**src/core/ep_count_pkg.sv**
```systemverilog
// constants for the endpoint count, fifo reset and interrupt summary block
package ep_count_pkg;
  localparam int          NUM_EP        = 6;
  localparam int          CNT_W         = 11;
  localparam int          FLAG_W        = 5;
  localparam int          ADDR_W        = 8;
  // register word indices (all offsets are word aligned: byte address is index * 4)
  localparam logic [7:0]  IDX_SELECT    = 8'hc7;
  localparam logic [7:0]  IDX_FIFO_BYTE = 8'hcf;
  localparam logic [7:0]  IDX_FIFO_RST  = 8'hd5;
  localparam logic [7:0]  IDX_CNT_LOW   = 8'he2;
  localparam logic [7:0]  IDX_CNT_HIGH  = 8'he3;
  localparam logic [7:0]  IDX_SUMMARY   = 8'hf8;
  localparam logic [7:0]  IDX_ENABLES   = 8'hf9;
  localparam logic [7:0]  IDX_IRQ_STAT  = 8'hfa;
  localparam logic [7:0]  IDX_IRQ_MASK  = 8'hfb;
  // reset values
  localparam logic [5:0]  RST_FIFO_RST  = 6'h00;
  localparam logic [5:0]  RST_ENABLES   = 6'h00;
  localparam logic [5:0]  RST_MASK      = 6'h00;
  localparam logic [2:0]  RST_SELECT    = 3'h0;
  localparam logic [10:0] RST_COUNT     = 11'h000;
  // field widths
  localparam int          SEL_W         = 3;
  localparam int          HIGH_W        = 3;
endpackage

```
**src/core/usb_endpoint_count_reset_irq.sv**
```systemverilog
// endpoint byte count, fifo reset and interrupt summary with avalon slave
`timescale 1ns/1ps
module usb_endpoint_count_reset_irq
(
  // clock and reset
  input  wire logic        i_sys_clk,
  input  wire logic        i_nrst,
  // avalon-mm slave
  input  wire logic [9:0]  i_address,
  input  wire logic        i_read,
  input  wire logic        i_write,
  input  wire logic [31:0] i_writedata,
  output logic      [31:0] o_readdata,
  output logic             o_waitrequest,
  // endpoint side from the serial engine
  input  wire logic [29:0] i_status_flags,
  input  wire logic        i_rx_done,
  input  wire logic [2:0]  i_rx_ep,
  input  wire logic [10:0] i_rx_len,
  input  wire logic [7:0]  i_fifo_rdata,
  // fifo data port
  output logic      [2:0]  o_endpoint_index,
  output logic      [7:0]  o_fifo_wdata,
  output logic             o_fifo_wr,
  output logic             o_fifo_rd,
  output logic      [5:0]  o_fifo_clear,
  // interrupts
  output logic             o_usb_irq,
  output logic             o_irq
);

  ////////////////////////////////////////////////////////////////////////////
  // reset release
  logic        rst_meta_q;
  logic        rst_sync_q;
  always_ff @(posedge i_sys_clk or negedge i_nrst)
  begin
    if (!i_nrst)
    begin
      rst_meta_q <= 1'b0;
      rst_sync_q <= 1'b0;
    end
    else
    begin
      rst_meta_q <= 1'b1;
      rst_sync_q <= rst_meta_q;
    end
  end
  wire logic rst_n = rst_sync_q;

  ////////////////////////////////////////////////////////////////////////////
  // bus decode: one wait cycle per access, answer on the second edge
  function automatic logic hit(input logic [9:0] a, input logic [7:0] idx);
    hit = (a == {idx, 2'b00});
  endfunction

  logic        ack_q;
  wire logic   req = (i_read | i_write) & ~ack_q;
  wire logic   wr  = i_write & req;
  wire logic   rd  = i_read & req;

  always_ff @(posedge i_sys_clk or negedge rst_n)
  begin
    if (!rst_n)
      ack_q <= 1'b0;
    else
      ack_q <= req;
  end

  always_ff @(posedge i_sys_clk or negedge rst_n)
  begin
    if (!rst_n)
      o_waitrequest <= 1'b1;
    else
      o_waitrequest <= ~req;
  end

  ////////////////////////////////////////////////////////////////////////////
  // control registers
  logic [2:0]  sel_q;
  logic [5:0]  fifo_rst_q;
  logic [5:0]  enables_q;
  logic [5:0]  mask_q;

  always_ff @(posedge i_sys_clk or negedge rst_n)
  begin
    if (!rst_n)
      sel_q <= ep_count_pkg::RST_SELECT;
    else if (wr && hit(i_address, ep_count_pkg::IDX_SELECT))
      sel_q <= i_writedata[2:0];
  end

  always_ff @(posedge i_sys_clk or negedge rst_n)
  begin
    if (!rst_n)
      fifo_rst_q <= ep_count_pkg::RST_FIFO_RST;
    else if (wr && hit(i_address, ep_count_pkg::IDX_FIFO_RST))
      fifo_rst_q <= i_writedata[5:0];
  end

  always_ff @(posedge i_sys_clk or negedge rst_n)
  begin
    if (!rst_n)
      enables_q <= ep_count_pkg::RST_ENABLES;
    else if (wr && hit(i_address, ep_count_pkg::IDX_ENABLES))
      enables_q <= i_writedata[5:0];
  end

  always_ff @(posedge i_sys_clk or negedge rst_n)
  begin
    if (!rst_n)
      mask_q <= ep_count_pkg::RST_MASK;
    else if (wr && hit(i_address, ep_count_pkg::IDX_IRQ_MASK))
      mask_q <= i_writedata[5:0];
  end

  ////////////////////////////////////////////////////////////////////////////
  // per endpoint byte counts and summary
  function automatic logic [5:0] ep_any(input logic [29:0] f);
    ep_any = 6'h00;
    for (int e = 0; e < ep_count_pkg::NUM_EP; e++)
      ep_any[e] = |f[e*ep_count_pkg::FLAG_W +: ep_count_pkg::FLAG_W];
  endfunction

  logic [10:0] count_q [ep_count_pkg::NUM_EP];
  logic [5:0]  summary_q;
  logic [5:0]  pend_q;
  wire logic [5:0] flag_any = ep_any(i_status_flags);

  genvar g;
  generate
    for (g = 0; g < ep_count_pkg::NUM_EP; g++)
    begin : g_ep
      always_ff @(posedge i_sys_clk or negedge rst_n)
      begin
        if (!rst_n)
          count_q[g] <= ep_count_pkg::RST_COUNT;
        else if (i_rx_done && i_rx_ep == 3'(g))
          count_q[g] <= i_rx_len;
      end
      always_ff @(posedge i_sys_clk or negedge rst_n)
      begin
        if (!rst_n)
          summary_q[g] <= 1'b0;
        else
          summary_q[g] <= flag_any[g];
      end
      always_ff @(posedge i_sys_clk or negedge rst_n)
      begin
        if (!rst_n)
          pend_q[g] <= 1'b0;
        else if (~summary_q[g] & flag_any[g])
          pend_q[g] <= 1'b1;
        else if (wr && hit(i_address, ep_count_pkg::IDX_IRQ_STAT)
                 && i_writedata[g])
          pend_q[g] <= 1'b0;
      end
    end
  endgenerate

  wire logic [10:0] sel_count = (sel_q < 3'(ep_count_pkg::NUM_EP))
                                ? count_q[sel_q] : 11'h000;

  ////////////////////////////////////////////////////////////////////////////
  // read data
  logic [31:0] rdata_d;
  always_comb
  begin
    rdata_d = 32'h0000_0000;
    if (hit(i_address, ep_count_pkg::IDX_SELECT))
      rdata_d[2:0] = sel_q;
    else if (hit(i_address, ep_count_pkg::IDX_FIFO_BYTE))
      rdata_d[7:0] = i_fifo_rdata;
    else if (hit(i_address, ep_count_pkg::IDX_FIFO_RST))
      rdata_d[5:0] = fifo_rst_q;
    else if (hit(i_address, ep_count_pkg::IDX_CNT_LOW))
      rdata_d[7:0] = sel_count[7:0];
    else if (hit(i_address, ep_count_pkg::IDX_CNT_HIGH))
      rdata_d[2:0] = sel_count[10:8];
    else if (hit(i_address, ep_count_pkg::IDX_SUMMARY))
      rdata_d[5:0] = summary_q;
    else if (hit(i_address, ep_count_pkg::IDX_ENABLES))
      rdata_d[5:0] = enables_q;
    else if (hit(i_address, ep_count_pkg::IDX_IRQ_STAT))
      rdata_d[5:0] = pend_q;
    else if (hit(i_address, ep_count_pkg::IDX_IRQ_MASK))
      rdata_d[5:0] = mask_q;
  end

  always_ff @(posedge i_sys_clk or negedge rst_n)
  begin
    if (!rst_n)
      o_readdata <= 32'h0000_0000;
    else if (rd)
      o_readdata <= rdata_d;
  end

  ////////////////////////////////////////////////////////////////////////////
  // fifo data port and outputs
  always_ff @(posedge i_sys_clk or negedge rst_n)
  begin
    if (!rst_n)
    begin
      o_fifo_wr    <= 1'b0;
      o_fifo_rd    <= 1'b0;
      o_fifo_wdata <= 8'h00;
    end
    else
    begin
      o_fifo_wr <= wr && hit(i_address, ep_count_pkg::IDX_FIFO_BYTE);
      o_fifo_rd <= rd && hit(i_address, ep_count_pkg::IDX_FIFO_BYTE);
      if (wr)
        o_fifo_wdata <= i_writedata[7:0];
    end
  end

  always_ff @(posedge i_sys_clk or negedge rst_n)
  begin
    if (!rst_n)
    begin
      o_endpoint_index <= 3'h0;
      o_fifo_clear     <= 6'h00;
      o_usb_irq        <= 1'b0;
      o_irq            <= 1'b0;
    end
    else
    begin
      o_endpoint_index <= sel_q;
      o_fifo_clear     <= fifo_rst_q;
      o_usb_irq        <= |(summary_q & enables_q);
      o_irq            <= |(pend_q & mask_q);
    end
  end
endmodule

```
**config.mk**
```make
export PLATFORM = sky130hd
export DESIGN_NAME = usb_endpoint_count_reset_irq
export DESIGN_NICKNAME = d
export VERILOG_FILES = /design/src/core/ep_count_pkg.sv /design/src/core/usb_endpoint_count_reset_irq.sv
export SDC_FILE = /design/constraint.sdc
export NUM_CORES = 1
export LEC_CHECK = 0
export BUFFER_PORTS_ARGS = -buffer_cell sky130_fd_sc_hd__buf_2
export CORE_AREA = 5 5 127 129
export CTS_CLUSTER_SIZE = 8
export DETAILED_ROUTE_END_ITERATION = 10
export DIE_AREA = 0 0 132 134
export GPL_ROUTABILITY_DRIVEN = 0
export HOLD_SLACK_MARGIN = 0.03
export PLACE_DENSITY_LB_ADDON = 0.1
export SLEW_MARGIN = 0
export SYNTH_ARGS = -nofsm -noshare
export SYNTH_HDL_FRONTEND = slang
export SYNTH_SLANG_ARGS = --single-unit
```
**constraint.sdc**
```tcl
create_clock -name i_sys_clk -period 4.8 [get_ports i_sys_clk]
set_input_delay 0.72 -clock i_sys_clk [delete_from_list [all_inputs] [get_ports i_sys_clk]]
set_output_delay 0.72 -clock i_sys_clk [all_outputs]
set_load 0.01 [all_outputs]
```
Yosys cells after proc, flatten, opt, wreduce, memory -nomap -nowiden
Cells that the tools add are included.
{ "word_totals": {"regBits": 132, "inputBits": 99, "output_inout_bits": 54, "elab_cells": 134} }
{ "op_classes": {"n_lt_le_gt_ge": 2, "n_eq_ne": 14, "mux": 29, "bitwise": 21, "n_reduce_logical": 34} }
{ "ops": {"columns": ["op", "count"], "rows": [
  ["$eq 10x10->1 const B", 9],
  ["$mux 6", 6],
  ["$bmux 11 s3", 1],
  ["$mux 11", 3],
  ["$reduce_or 5->1", 6],
  ["$logic_and 1x1->1", 19],
  ["$and 6x6->6", 2],
  ["$mux 1", 12],
  ["$reduce_bool 2->1", 6],
  ["$reduce_or 6->1", 2],
  ["$and 1x1->1", 9],
  ["$mux 3", 3],
  ["$mux 8", 1],
  ["$not 1->1", 8],
  ["$eq 3x2->1 const B", 2],
  ["$eq 3x3->1 const B", 2],
  ["$mux 5", 1],
  ["$ge 4x4->1 const B", 1],
  ["$mux 2", 2],
  ["$not 3->4", 1],
  ["$eq 3x1->1 const B", 1],
  ["$logic_not 3->1", 1],
  ["$lt 3x3->1 const B", 1],
  ["$or 1x1->1", 1]
]} }

Longest topological paths before layout
{ "logic_depth": {"word_depth": 10, "mapped_depth": 8, "depth_no_buf": 5} }

Least setup slack after synthesis
No wires, ideal clock.
{ "synth_timing": {"path_type": "input to register", "startpoint": "in i_address[7]", "endpoint": "reg o_readdata[1]", "setup_time_ps": 128, "t_arrival_ps": 1791, "required_time_ps": 4672, "path_slack_ps": 2881, "cell_stages": 5, "path_buffers": 0, "path_cell_list": "and4b_1 -> nand4_4 -> or4_1 -> o21ai_1 -> a31oi_1"} }
{ "synth_between": {"elab_chain_cells": 10, "word_cells_on_any_way": 18, "classes_between": "eq/ne: 9; mux: 9"} }
{ "synth_lines": {"columns": ["item", "line", "text"], "rows": [
  ["from (decl)", "usb_endpoint_count_reset_irq.sv:9", "input wire logic [9:0] i_address,"],
  ["$eq 10x10->1", "usb_endpoint_count_reset_irq.sv:54", "hit = (a == {idx, 2'b00});"],
  ["$mux 6", "usb_endpoint_count_reset_irq.sv:186", "else if (hit(i_address, ep_count_pkg::IDX_IRQ_MASK))"],
  ["$mux 6", "usb_endpoint_count_reset_irq.sv:184", "else if (hit(i_address, ep_count_pkg::IDX_IRQ_STAT))"],
  ["$mux 6", "usb_endpoint_count_reset_irq.sv:182", "else if (hit(i_address, ep_count_pkg::IDX_ENABLES))"],
  ["$mux 6", "usb_endpoint_count_reset_irq.sv:180", "else if (hit(i_address, ep_count_pkg::IDX_SUMMARY))"],
  ["$mux 3", "usb_endpoint_count_reset_irq.sv:178", "else if (hit(i_address, ep_count_pkg::IDX_CNT_HIGH))"],
  ["$mux 6", "usb_endpoint_count_reset_irq.sv:176", "else if (hit(i_address, ep_count_pkg::IDX_CNT_LOW))"],
  ["$mux 6", "usb_endpoint_count_reset_irq.sv:174", "else if (hit(i_address, ep_count_pkg::IDX_FIFO_RST))"],
  ["$mux 8", "usb_endpoint_count_reset_irq.sv:172", "else if (hit(i_address, ep_count_pkg::IDX_FIFO_BYTE))"],
  ["$mux 3 (*)", "usb_endpoint_count_reset_irq.sv:170", "if (hit(i_address, ep_count_pkg::IDX_SELECT))"],
  ["to (signal assigned)", "usb_endpoint_count_reset_irq.sv:195", "o_readdata <= rdata_d;"],
  ["to (decl)", "usb_endpoint_count_reset_irq.sv:13", "output logic [31:0] o_readdata,"]
]} }
Mark *: on every way between the ends. The rest lies on a longest branch, timed or not.
A chain may end at the register's enable or synchronous reset.

Worst setup path after layout
{ "layout_timing": {"startpoint": "reg sel_q[1]", "endpoint": "reg o_readdata[3]"} }
{ "layout_between": {"elab_chain_cells": 9, "word_cells_on_any_way": 10, "classes_between": "order compare: 1; mux: 8; bitwise: 1"} }
{ "layout_lines": {"columns": ["item", "line", "text"], "rows": [
  ["from (decl)", "usb_endpoint_count_reset_irq.sv:80", "logic [2:0] sel_q;"],
  ["from (signal assigned)", "usb_endpoint_count_reset_irq.sv:88", "sel_q <= ep_count_pkg::RST_SELECT;"],
  ["from (signal assigned)", "usb_endpoint_count_reset_irq.sv:90", "sel_q <= i_writedata[2:0];"],
  ["$not 3->4 (not written as such)", "usb_endpoint_count_reset_irq.sv:162", "? count_q[sel_q] : 11'h000;"],
  ["$bmux 11 s3", "usb_endpoint_count_reset_irq.sv:162", null],
  ["$mux 11 (not written as such) (2 in series)", "usb_endpoint_count_reset_irq.sv:162", null],
  ["$mux 11 (*)", "usb_endpoint_count_reset_irq.sv:162", null],
  ["$mux 6 (*)", "usb_endpoint_count_reset_irq.sv:176", null],
  ["$mux 6 (*)", "usb_endpoint_count_reset_irq.sv:174", null],
  ["$mux 8 (*)", "usb_endpoint_count_reset_irq.sv:172", null],
  ["$mux 5 (*)", "usb_endpoint_count_reset_irq.sv:170", null]
]} }
Mark *: on every way between the ends. The rest lies on a longest branch, timed or not. The select of a mux whose other input is x is not followed.

==> flow_metrics.tcl <==
set metrics [dict create \
    ys.flop_type "dfrtp_1" \
    final_common_cell "dfrtp_1" \
    cp_cell_sequence "nand2b_1 > o22ai_1 > a221oi_1 > o21ai_1" \
    synthSimpleGateAreaFrac_pct 11.0 \
    cts_max_level 4 \
    yosysWarnings 0 \
    drive_gt1_share_pct 43.0 \
    die_area_mm2 0.0177 \
    hold_path.class "input port to async pin" \
    cts_tree "built" \
    die_x_um 132 \
    io_pins 153 \
    syn_avg_cell_area_um2 12.8 \
    cp_max_fo 17 \
    ys_ff_latch 132 \
    fillers 1353 \
    drt_wl_total_um 15200 \
    ir_worst_vdd_v 0.000255 \
    synthTopCellsByArea "dfrtp_1, mux2_2, mux4_2, buf_4, mux2i_1" \
    max_stage_delay_ps 880 \
    postCtsHoldBufs 0 \
    antenna_found_initial 0 \
    cts_root_buffer "clkbuf_16" \
    synth_top_cell_area_share_pct 52.7 \
    track_usage_pct 17.9 \
    critPathKind "register to register" \
    viasPerCell 5.25 \
    synth_edf_count 0 \
    dieHeight_um 134 \
    critPathLaunchType "register" \
    drt_iter0_markers 174 \
    synth.distinct_cells 57 \
    yosys.area_share.xor_xnor_pct 0 \
    yosysSeqAreaShare_pct 53.1 \
    clock_skew_ps 5.13 \
    layout_common_cells "dfrtp_1, buf_2, mux2_2, nand2_1, conb_1" \
    clk_pin_slew_ps 60 \
    netlist_area_mm2 0.00622 \
    cts_buffer_depth 2 \
    vias 4153 \
    cp-end-kind "register" \
    cts_sinks 132 \
    synth_top_area_cell "dfrtp_1" \
    drt_pass1_iterations 4 \
    post-place-cells 760 \
    syn_inst 487 \
    status "complete, no violations" \
    power_density_mw_per_mm2 401 \
    period_minus_slack_ps 2240 \
    finalNetCount 690 \
    ys_async_sr_fraction_pct 100 \
    min_period_over_period_pct 46.7 \
    rr_worst_depth 4 \
    leakage_nw 3.41 \
    dp_hpwl_um 10600 \
    synthMuxAreaShare_pct 23.7 \
    grt.overflow.total 0 \
    max_freq_ghz 0.447 \
    area_delta_synth_final_pct 19.0 \
    rows 45 \
    drv_slew 0 \
    start_util_pct 41.7 \
    required_ps 5080 \
    arrival_ps 2520 \
    grt_pass1_wl_um 24700 \
    layoutNonFillerInstCount 791 \
    hold_violations 0 \
    synthAdderAreaFrac_pct 0 \
    maxSlewHeadroom_pct 30.9 \
    postCtsResizedCells 0 \
    grt_pass1_vias 4367 \
    drv_cap 0 \
    clk_latency_ps 410 \
    rsz0062_at_grt "false" \
    grt_max_degree 59 \
    setup_violations 0 \
    worstMarginPinSlew_ps 1030 \
    cts_buffers 17 \
    post-route-drc-count 0 \
    slowest_stage "dfrtp_1" \
    post_cts_buffers 0 \
    post_drt_wl_per_cell_um 19.2 \
    finalSetupTns_ps 0 \
    antenna_cells 0 \
    synth_compound_area_share_pct 6.62 \
    portBuffers 104 \
    ant_nets 0 \
    core_area_mm2 0.0149 \
    synth_top_family_by_area "multiplexers" \
]
report_power, final:
| part | leakage [nW] | internal, mW | switching [mW] |
|---|---|---|---|
| clock | 0.287 | 0.789 | 0.458 |
| combinational | 1.50 | 0.204 | 0.180 |
| sequential | 1.62 | 1.26 | 0.0772 |
synthesized netlist by cell type (2+ instances only):
| cell type | number |
|---|---|
| nand2b_1 | 5 |
| a21oi_1 | 9 |
| and4b_1 | 3 |
| nor2b_1 | 4 |
| inv_1 | 8 |
| o21ai_0 | 7 |
| nor2_2 | 2 |
| buf_4 | 26 |
| dfrtp_1 | 131 |
| conb_1 | 2 |
| a21o_1 | 8 |
| buf_6 | 3 |
| nor3_1 | 13 |
| o22ai_1 | 8 |
| a2bb2oi_1 | 2 |
| a22oi_1 | 7 |
| mux2_2 | 87 |
| nand3_1 | 6 |
| mux2i_1 | 18 |
| o21ai_1 | 3 |
| a221oi_1 | 4 |
| buf_2 | 12 |
| nor2_1 | 15 |
| o2bb2ai_1 | 2 |
| clkbuf_1 | 6 |
| nand2_1 | 47 |
| nand4b_1 | 3 |
| o211ai_1 | 3 |
| mux4_2 | 14 |
| and4_1 | 2 |
per-stage QoR:
step | area, um^2 | power (mW) | setup slack (ps) | hold slack, ps | util (%)
after global routing | 7410 | 3.11 | 2330 | 77.9 | 49.6
after detailed placement | 6820 | 1.75 | 2370 | 309 | 45.7
after global placement | 6820 | 1.73 | 2420 | 299 | 45.7
after floorplan | 6310 | 1.62 | 852 | 331 | -
after CTS | 7410 | 3.01 | 2480 | 70.5 | 49.6
final | 7410 | 2.97 | 2560 | 90.6 | 49.6
cell families (layout without fill, tap and decap cells):
family | after synthesis | in the layout
AO/OA/AOI/OAI | 60 | 60
buffers and inverters | 55 | 148
other | 2 | 25
AND/OR/NAND/NOR | 119 | 119
multiplexers | 119 | 119
flip-flops | 132 | 132
path summary, 6_finish.rpt:
path / slack [ps] / from / to
max: 2560 / sel_q[1] / o_readdata[3]
min: 90 / i_nrst / rst_n
max reg2reg: 2560 / sel_q[1] / o_readdata[3]
min reg2reg: 290 / rst_n / count_q[8]
max in group asynchronous: 3380 / rst_n / o_fifo_wdata[5]
min in group i_sys_clk: 340 / rst_meta_q / rst_n
registers in the layout, summed over array words and instances, names as in the netlist, 6 cells and up:
name	count
count_q	66
o_fifo_wdata	8
summary_q	6
mask_q	6
enables_q	6
fifo_rst_q	6
o_fifo_clear	6
o_readdata	8
pend_q	6
area by class of cell:
class / instances / area, um^2 / area share, %
clock buffer: 23 / 508 / 6.86
timing repair buffer: 109 / 558 / 7.54
sequential: 132 / 3310 / 44.7
multi-input combinational: 323 / 2690 / 36.4
clock inverter: 8 / 73.8 / 0.997
tap: 188 / 235 / 3.18
inverter: 8 / 30.0 / 0.405
per-layer routing:
metal	part of all wire, %	up-vias	routed length, um	global-route usage [%]
met5	0	-	0	0
met4	1.1	0	168	5.26
met3	5.3	11	800	4.46
met2	49	107	7460	29.4
met1	44	2099	6750	23.7
li1	-	1936	-	-
critical path, delay by kind of cell (launching register included):
kind	cells	cell delay [ps]
simple gates	1	450
flops	1	880
compound gates	3	780
(Power assumes the default switching activity.)
